**config.mk**
```make
export PLATFORM = sky130hd
export DESIGN_NAME = smb_sram_if
export DESIGN_NICKNAME = d
export VERILOG_FILES = /design/src/core/smb_pkg.sv /design/src/core/smb_sram_if.sv
export SDC_FILE = /design/constraint.sdc
export NUM_CORES = 1
export LEC_CHECK = 0
export ABC_AREA = 1
export ABC_CLOCK_PERIOD_IN_PS = 5000
export BUFFER_PORTS_ARGS = -buffer_cell sky130_fd_sc_hd__buf_2
export CAP_MARGIN = 10
export CORE_MARGIN = 2
export CORE_UTILIZATION = 51
export CTS_BUF_LIST = sky130_fd_sc_hd__clkbuf_8 sky130_fd_sc_hd__clkbuf_16
export DETAILED_ROUTE_END_ITERATION = 10
export GPL_TIMING_DRIVEN = 0
export PLACE_DENSITY = 0.93
export SLEW_MARGIN = 40
export SYNTH_ARGS = -nofsm -noshare
export SYNTH_HDL_FRONTEND = slang
export SYNTH_SLANG_ARGS = --single-unit
```
**constraint.sdc**
```tcl
create_clock -name clk_in -period 5 [get_ports clk_in]
set_input_delay 1.25 -clock clk_in [delete_from_list [all_inputs] [get_ports clk_in]]
set_output_delay 1.25 -clock clk_in [all_outputs]
set_load 0.01 [all_outputs]
```
**src/core/smb_pkg.sv**
```systemverilog
`default_nettype none
package smb_pkg;
    // ------------------------------------------------------------
    // memory map
    // ------------------------------------------------------------
    localparam int ADDR_W = 20;
    localparam int BANK_COUNT = 10;
    localparam logic [3:0] BANK_LIMIT = 4'ha;
    localparam int BANK_LSB = 16;
    localparam int SRAM_HI_LSB = 14;
    localparam logic [3:0] EXP_NONE = 4'hf;
    localparam logic [3:0] EXP_LAST = 4'he;

    // ------------------------------------------------------------
    // control port snooped on i/o writes
    // ------------------------------------------------------------
    localparam logic [15:0] ACK_CTRL_IO_ADDR = 16'h0065;
    localparam int ACK_CTRL_EN_BIT = 0;
    localparam logic ACK_CTRL_RESET = 1'b0;

    // ------------------------------------------------------------
    // bus cycle phases counted after the address latch strobe
    // ------------------------------------------------------------
    localparam logic [1:0] PH_IDLE = 2'h0;
    localparam logic [1:0] PH_T2 = 2'h1;
    localparam logic [1:0] PH_T3 = 2'h2;
    localparam logic [1:0] PH_T4 = 2'h3;

    // ------------------------------------------------------------
    // strap meaning and arbitration
    // ------------------------------------------------------------
    localparam logic STRAP_STATIC = 1'b0;

    typedef enum logic [2:0] {
        SMB_ARB_IDLE,
        SMB_ARB_REQ,
        SMB_ARB_WAIT,
        SMB_ARB_OWN,
        SMB_ARB_REL
    } smb_arb_t;
endpackage
`default_nettype wire

```
**src/core/smb_sram_if.sv**
```systemverilog
`default_nettype none
module smb_sram_if
    import smb_pkg::*;
(
    input wire logic clk_in,
    input wire logic rst_n_in,
    input wire logic mem_type_strap_in,
    input wire logic copro_fitted_in,
    input wire logic copro_busy_n_in,
    input wire logic io_channel_check_in,
    input wire logic copro_exception_in,
    input wire logic nmi_clear_in,
    input wire logic ale_in,
    input wire logic mem_rd_in,
    input wire logic mem_wr_in,
    input wire logic io_rd_in,
    input wire logic io_wr_in,
    input wire logic dma_req_in,
    input wire logic dma_done_in,
    input wire logic dma_addr_phase_in,
    input wire logic [19:0] dma_addr_in,
    input wire logic dma_bhe_n_in,
    input wire logic exp_select_in,
    input wire logic [3:0] exp_bank_in,
    input wire logic refresh_cycle_in,
    input wire logic [3:0] upper_sys_addr_in,
    output logic [3:0] upper_sys_addr_out,
    output logic upper_sys_addr_oe_out,
    input wire logic [15:0] muxed_addr_data_in,
    output logic [15:0] muxed_addr_data_out,
    output logic muxed_addr_data_oe_out,
    input wire logic byte_high_enable_n_in,
    output logic byte_high_enable_n_out,
    output logic byte_high_enable_n_oe_out,
    input wire logic copro_req_grant_in,
    output logic copro_req_grant_out,
    output logic copro_req_grant_oe_out,
    input wire logic cpu_req_grant_in,
    output logic cpu_req_grant_out,
    output logic cpu_req_grant_oe_out,
    input wire logic [1:0] byte_parity_bits_in,
    output logic [1:0] byte_parity_bits_out,
    output logic byte_parity_bits_oe_out,
    output logic dma_grant_out,
    output logic latched_addr_bit0_out,
    output logic sys_ready_out,
    output logic nmi_out,
    output logic mem_direction_out,
    output logic [9:0] base_bank_select_n_out,
    output logic [3:0] exp_bank_code_out,
    output logic [1:0] static_upper_addr_out,
    output logic static_write_hi_n_out,
    output logic static_write_lo_n_out,
    output logic static_read_strobe_n_out,
    output logic ack_gate_n_out,
    output logic refresh_indicator_n_out
);
    // ------------------------------------------------------------
    // pin synchronisers
    // ------------------------------------------------------------
    logic [4:0] sync1_q;
    logic [4:0] sync2_q;
    logic static_mode;
    logic copro_fitted;
    logic copro_busy;

    always_ff @(posedge clk_in or negedge rst_n_in) begin
        if (!rst_n_in) begin
            // reset leans to dynamic so static strobes stay idle
            sync1_q <= 5'h03;
            sync2_q <= 5'h03;
        end else begin
            sync1_q <= {copro_exception_in, io_channel_check_in,
                        copro_fitted_in, copro_busy_n_in,
                        mem_type_strap_in};
            sync2_q <= sync1_q;
        end
    end

    assign static_mode = (sync2_q[0] == STRAP_STATIC);
    assign copro_busy = !sync2_q[1];
    assign copro_fitted = sync2_q[2];

    // ------------------------------------------------------------
    // bus arbitration for dma ownership
    // ------------------------------------------------------------
    smb_arb_t arb_q;
    logic own;
    logic chan_in;
    logic req_pulse;

    assign chan_in = copro_fitted ? copro_req_grant_in : cpu_req_grant_in;

    always_ff @(posedge clk_in or negedge rst_n_in) begin
        if (!rst_n_in) begin
            arb_q <= SMB_ARB_IDLE;
        end else begin
            case (arb_q)
                SMB_ARB_IDLE: begin
                    // a busy coprocessor is left its bus until done
                    if (dma_req_in && !copro_busy) begin
                        arb_q <= SMB_ARB_REQ;
                    end
                end
                SMB_ARB_REQ: begin
                    arb_q <= SMB_ARB_WAIT;
                end
                SMB_ARB_WAIT: begin
                    if (!chan_in) begin
                        arb_q <= SMB_ARB_OWN;
                    end
                end
                SMB_ARB_OWN: begin
                    if (dma_done_in) begin
                        arb_q <= SMB_ARB_REL;
                    end
                end
                SMB_ARB_REL: begin
                    arb_q <= SMB_ARB_IDLE;
                end
                default: begin
                    arb_q <= SMB_ARB_IDLE;
                end
            endcase
        end
    end

    assign own = (arb_q == SMB_ARB_OWN);
    assign dma_grant_out = own;
    assign req_pulse = (arb_q == SMB_ARB_REQ) || (arb_q == SMB_ARB_REL);

    // request and release are both one low clock on one channel
    assign copro_req_grant_oe_out = req_pulse && copro_fitted;
    assign copro_req_grant_out = 1'b0;
    assign cpu_req_grant_oe_out = req_pulse && !copro_fitted;
    assign cpu_req_grant_out = 1'b0;

    // ------------------------------------------------------------
    // address drive while the dma owns the bus
    // ------------------------------------------------------------
    assign upper_sys_addr_oe_out = own;
    assign upper_sys_addr_out = dma_addr_in[19:16];
    assign muxed_addr_data_oe_out = own && dma_addr_phase_in;
    assign muxed_addr_data_out = dma_addr_in[15:0];
    assign byte_high_enable_n_oe_out = own;
    assign byte_high_enable_n_out = dma_bhe_n_in;

    // ------------------------------------------------------------
    // cycle latch and phase counter
    // ------------------------------------------------------------
    logic [19:0] addr_q;
    logic bhe_n_q;
    logic a0_q;
    logic rd_q;
    logic wr_q;
    logic io_wr_q;
    logic io_rd_q;
    logic exp_q;
    logic [3:0] exp_bank_q;
    logic [1:0] ph_q;

    always_ff @(posedge clk_in or negedge rst_n_in) begin
        if (!rst_n_in) begin
            addr_q <= 20'h00000;
            bhe_n_q <= 1'b1;
            a0_q <= 1'b0;
        end else if (ale_in) begin
            if (own) begin
                addr_q <= dma_addr_in;
                bhe_n_q <= dma_bhe_n_in;
                a0_q <= dma_addr_in[0];
            end else begin
                addr_q <= {upper_sys_addr_in, muxed_addr_data_in};
                bhe_n_q <= byte_high_enable_n_in;
                a0_q <= muxed_addr_data_in[0];
            end
        end
    end

    always_ff @(posedge clk_in or negedge rst_n_in) begin
        if (!rst_n_in) begin
            rd_q <= 1'b0;
            wr_q <= 1'b0;
            io_rd_q <= 1'b0;
            io_wr_q <= 1'b0;
            exp_q <= 1'b0;
            exp_bank_q <= EXP_NONE;
        end else if (ale_in) begin
            rd_q <= mem_rd_in;
            wr_q <= mem_wr_in;
            io_rd_q <= io_rd_in;
            io_wr_q <= io_wr_in;
            exp_q <= exp_select_in && (exp_bank_in <= EXP_LAST);
            exp_bank_q <= exp_bank_in;
        end else if (ph_q == PH_T4) begin
            rd_q <= 1'b0;
            wr_q <= 1'b0;
            io_rd_q <= 1'b0;
            io_wr_q <= 1'b0;
            exp_q <= 1'b0;
        end
    end

    always_ff @(posedge clk_in or negedge rst_n_in) begin
        if (!rst_n_in) begin
            ph_q <= PH_IDLE;
        end else if (ale_in) begin
            ph_q <= PH_T2;
        end else if (ph_q != PH_IDLE) begin
            ph_q <= ph_q + 2'h1;
        end
    end

    // ------------------------------------------------------------
    // decode and strobes
    // ------------------------------------------------------------
    logic data_ph;
    logic in_base;
    logic base_acc;
    logic exp_acc;

    assign data_ph = (ph_q == PH_T2) || (ph_q == PH_T3);
    assign in_base = (addr_q[19:16] < BANK_LIMIT) && !exp_q;
    assign base_acc = static_mode && in_base && (rd_q || wr_q) && data_ph;
    assign exp_acc = static_mode && exp_q && (rd_q || wr_q) && data_ph;

    always_comb begin
        base_bank_select_n_out = '1;
        for (int i = 0; i < BANK_COUNT; i++) begin
            // one select per 64K region below the top of base memory
            if (base_acc && (addr_q[19:16] == 4'(i))) begin
                base_bank_select_n_out[i] = 1'b0;
            end
        end
    end

    assign exp_bank_code_out = exp_acc ? exp_bank_q
        : EXP_NONE;
    assign static_upper_addr_out = static_mode ?
        addr_q[SRAM_HI_LSB +: 2] : 2'h0;
    assign latched_addr_bit0_out = a0_q;

    // bhe low selects the upper lane, a0 low the lower lane
    assign static_write_hi_n_out = !((base_acc || exp_acc) && wr_q
        && !bhe_n_q);
    assign static_write_lo_n_out = !((base_acc || exp_acc) && wr_q
        && !a0_q);
    assign static_read_strobe_n_out = !((base_acc || exp_acc)
        && rd_q);
    assign mem_direction_out = wr_q && data_ph;

    // zero wait: the transfer completes in T3
    assign sys_ready_out = (ph_q == PH_T3)
        && (rd_q || wr_q || io_rd_q || io_wr_q);

    // refresh never reaches the pin with static memory fitted
    assign refresh_indicator_n_out = !(refresh_cycle_in
        && !static_mode);

    // ------------------------------------------------------------
    // parity
    // ------------------------------------------------------------
    logic par_err;

    assign byte_parity_bits_oe_out = wr_q && data_ph && (base_acc || exp_acc);
    assign byte_parity_bits_out = {~^muxed_addr_data_in[15:8],
                                   ~^muxed_addr_data_in[7:0]};

    // checked only on reads: a write just set the bits itself
    assign par_err = (ph_q == PH_T3) && rd_q && (base_acc || exp_acc) && (
        (!bhe_n_q && !(^{muxed_addr_data_in[15:8], byte_parity_bits_in[1]}))
        || (!a0_q && !(^{muxed_addr_data_in[7:0], byte_parity_bits_in[0]})));

    // ------------------------------------------------------------
    // non-maskable interrupt, held until cleared; a new cause wins
    // ------------------------------------------------------------
    logic nmi_q;

    always_ff @(posedge clk_in or negedge rst_n_in) begin
        if (!rst_n_in) begin
            nmi_q <= 1'b0;
        end else if (par_err || sync2_q[3] || sync2_q[4]) begin
            nmi_q <= 1'b1;
        end else if (nmi_clear_in) begin
            nmi_q <= 1'b0;
        end
    end

    assign nmi_out = nmi_q;

    // ------------------------------------------------------------
    // acknowledge gate, set by i/o writes to its control port
    // ------------------------------------------------------------
    logic ack_en_q;

    always_ff @(posedge clk_in or negedge rst_n_in) begin
        if (!rst_n_in) begin
            ack_en_q <= ACK_CTRL_RESET;
        end else if (io_wr_q && (ph_q == PH_T3)
                     && (addr_q[15:0] == ACK_CTRL_IO_ADDR)) begin
            ack_en_q <= muxed_addr_data_in[ACK_CTRL_EN_BIT];
        end
    end

    assign ack_gate_n_out = !ack_en_q;
endmodule
`default_nettype wire

```
==> metrics.md <==
| Metric | Value |
|---|---|
| Power per cell area | 335.3 nW/um2 |
| Post-Syn Area | 2788 um2 |
| Worst setup path class | flop to primary output |
| Required time worst endpoint | 3.75 ns |
| H-tree levels | 2 |
| Area of the multi-input gates | 1129 um2 |
| Post-CTS repair timing setup buffer count | 0 |
| Nets | 577 |
| Final period utilization | 67.17% |
| Initial core utilization | 53.56% |
| # fillers | 484 |
| Final Hold Viols | 0 |
| Synth top area share | 34.11% |
| RSZ-0062 raised after global routing | false |
| Post-DP HPWL | 5.937 mm |
| Drt first pass iters | 5 |
| Die height | 77.93 um |
| CP Capture Type | primary output |
| Maximum clock path buffer count | 2 |
| Die width | 77.93 um |
| Transition time of the tightest slew-check pin | 0.5735 ns |
| Routed vias | 2,897 |
| Initial antenna violation count | 0 |
| Clock buffer count from CTS | 5 |
| Total track usage | 24.95% |
| Core area | 5205 um2 |
| Status | finished clean |
| CTS tree | done |
| Port Buf Inserts | 122 |
| DRC | 0 |
| Register area share after synthesis | 42.59% |
| Global-route wire length before repair | 12.08 mm |
| FF/Latch Area | 1187 um2 |
| Final ANT Viol Nets | 0 |
| Clk sinks | 47 |
| Post_cts resized | 0 |
| GPL Wtd Cong | 0.8727 |
| Area grow syn2layout | 28.19% |
| Clk root buf | clkbuf_8 |
| Critical path data arrival time | 2.11 ns |
| MaxCap Viol Count | 0 |
| Layout cells sized above 1 | 33.53% |
| Initial drt markers | 166 |
| Num rows | 26 |
| Setup Total Neg Slack | 0 ns |
| Wirelength, routed | 7.491 mm |
| Die area | 6073 um2 |
| Clock transition at path regs | 0.08 ns |
| Wire per inst | 12.98 um |
| Clock latency on the worst-skew pair | 0.29 ns |
| Slew margin rel. | 61.76% |
| F_max | 0.2977 GHz |
| Worst Skew | 0.008165 ns |
| Post-synth cell types | 29 |
| Final min period | 3.359 ns |
| Post-Synthesis Cells | 376 |
| Largest net degree at the start of global routing | 48 |
| Slew Viols, Final | 0 |
| Synth Register Bits | 47 |
| Cell type with the largest total area after synthesis | dfrtp_1 |
| CTS Hold Bufs | 0 |
| Synth area leaders | dfrtp_1 (34%), nand2_1 (12%), dfstp_2 (8.5%) |
| Grt total ovfl | 0 |
| Hold Crit Class | flop to flop |
| Total power draw | 1.198 mW |
| VDD IR max | 254.3 uV |
| Startpoint Class | flop |
| P_leak | 1.971 nW |
| Vias per cell | 5.021 |
| Vias in the first global route | 2,757 |
| # setup viols final | 0 |
| Ports | 125 |
| Mean post-synth cell area | 7.414 um2 |
| # diodes | 0 |
| Warning count from the yosys run | 0 |
| CP max FO | 5 |
-- kinds of logic (layout without fill, tap and decap cells) --
kind of cell	count (synthesis)	after routing	share of synthesized area, %
compound gates	71	71	13.29
simple gates	144	144	21.81
flops	47	47	42.59
other cells	1	2	0.1345
xor+xnor	12	12	3.770
buf+inv	98	228	17.06
fa+ha+maj	3	3	1.347
-- cells in the mapped netlist --
cell       n
o31ai_1    1
ha_1       3
nand4_1    8
a31oi_1    1
and2_1     1
buf_4     26
nor3_4     1
o21ai_1    9
xnor2_1    8
inv_2      2
dfstp_2    9
nor3_1     4
o21ai_0   40
nand3_1   16
conb_1     1
inv_1     60
buf_6      1
o22ai_1    7
buf_2      2
xor2_1     4
nor2_1    25
nand2_1   86
nor4_1     2
or2_2      1
a21oi_1   12
dfrtp_1   38
a211oi_1   1
clkinv_1   1
clkbuf_1   6
-- worst max-delay path, cell delays in order (launching register included) --
cell and delay (ns):
dfrtp_1 0.39, inv_1 0.07, ha_1 0.34, inv_1 0.05, nor4_1 0.23, nand2_1 0.18
nor3_1 0.31, nand2_1 0.09, buf_2 0.15
-- per-layer routing --
metal | vias to the layer above | global-route usage [%] | part of all wire (%)
li1 | 1420 | - | -
met1 | 1336 | 30.57 | 39
met2 | 128 | 43.79 | 51
met3 | 13 | 5.000 | 8.0
met4 | 0 | 8.421 | 2.0
met5 | - | 0 | 0
-- cell type report --
class	count	share of cell area, %
clock inverters	3	0.3501
inverters	63	6.618
multi-input cells	232	31.58
flip-flops and latches	47	33.23
well taps	70	2.451
clock buffers	5	1.926
repair buffers	122	17.16
plain buffers	35	6.688
-- registers in the layout, indices dropped and copies added, names as in the netlist --
name	cells
exp_q	1
ack_en_q	1
ph_q	2
sync1_q	5
exp_bank_q	4
arb_q	3
nmi_out	1
addr_q	20
wr_q	1
bhe_n_q	1
sync2_q	5
io_wr_q	1
rd_q	1
io_rd_q	1
-- power breakdown --
group	internal, mW	switching (mW)	total, mW	leakage [nW]
Clock	0.0942	0.120	0.214	0.0505
Sequential	0.459	0.0424	0.502	0.550
Combinational	0.181	0.301	0.482	1.37
Total	0.735	0.463	1.20	1.97
-- cell usage in the layout (no fill, tap or decap), types with 2 or more instances in the layout --
cell | netlist | routed
a21oi_1 | 12 | 12
buf_2 | 2 | 123
buf_4 | 26 | 27
clkbuf_1 | 6 | 6
clkbuf_8 | 0 | 5
conb_1 | 1 | 2
dfrtp_1 | 38 | 38
dfstp_2 | 9 | 9
ha_1 | 3 | 3
inv_1 | 60 | 62
inv_2 | 2 | 2
nand2_1 | 86 | 86
nand3_1 | 16 | 16
nand4_1 | 8 | 8
nor2_1 | 25 | 25
nor3_1 | 4 | 4
nor4_1 | 2 | 2
o21ai_0 | 40 | 40
o21ai_1 | 9 | 9
o22ai_1 | 7 | 7
xnor2_1 | 8 | 8
xor2_1 | 4 | 4
-- metrics by stage --
stage	area [um2]	setup WS [ns]	utilization, %	hold slack [ns]	std cells
finish	3573	1.641	68.65	0.3512	577
global route	3573	1.482	68.65	0.3635	577
CTS	3573	1.661	68.65	0.3544	577
detailed placement	3492	1.684	67.09	0.3358	569
global placement	3490	1.692	67.04	0.3327	569
floorplan	2791	1.920	-	0.3312	377
-- final timing paths --
path	from	to	slack [ns]	depth (start not counted)
min in group asynchronous	rst_n_in	sync1_q[2]	0.95	1
setup reg to reg	ph_q[0]	nmi_out	3.27	10
setup / recovery	ph_q[0]	base_bank_select_n_out[0]	1.64	8
max in group asynchronous	rst_n_in	bhe_n_q	3.66	1
hold reg to reg	sync1_q[4]	sync2_q[4]	0.35	0
hold / removal	sync1_q[4]	sync2_q[4]	0.35	0
No activity file was read; power rests on OpenSTA's default activity.
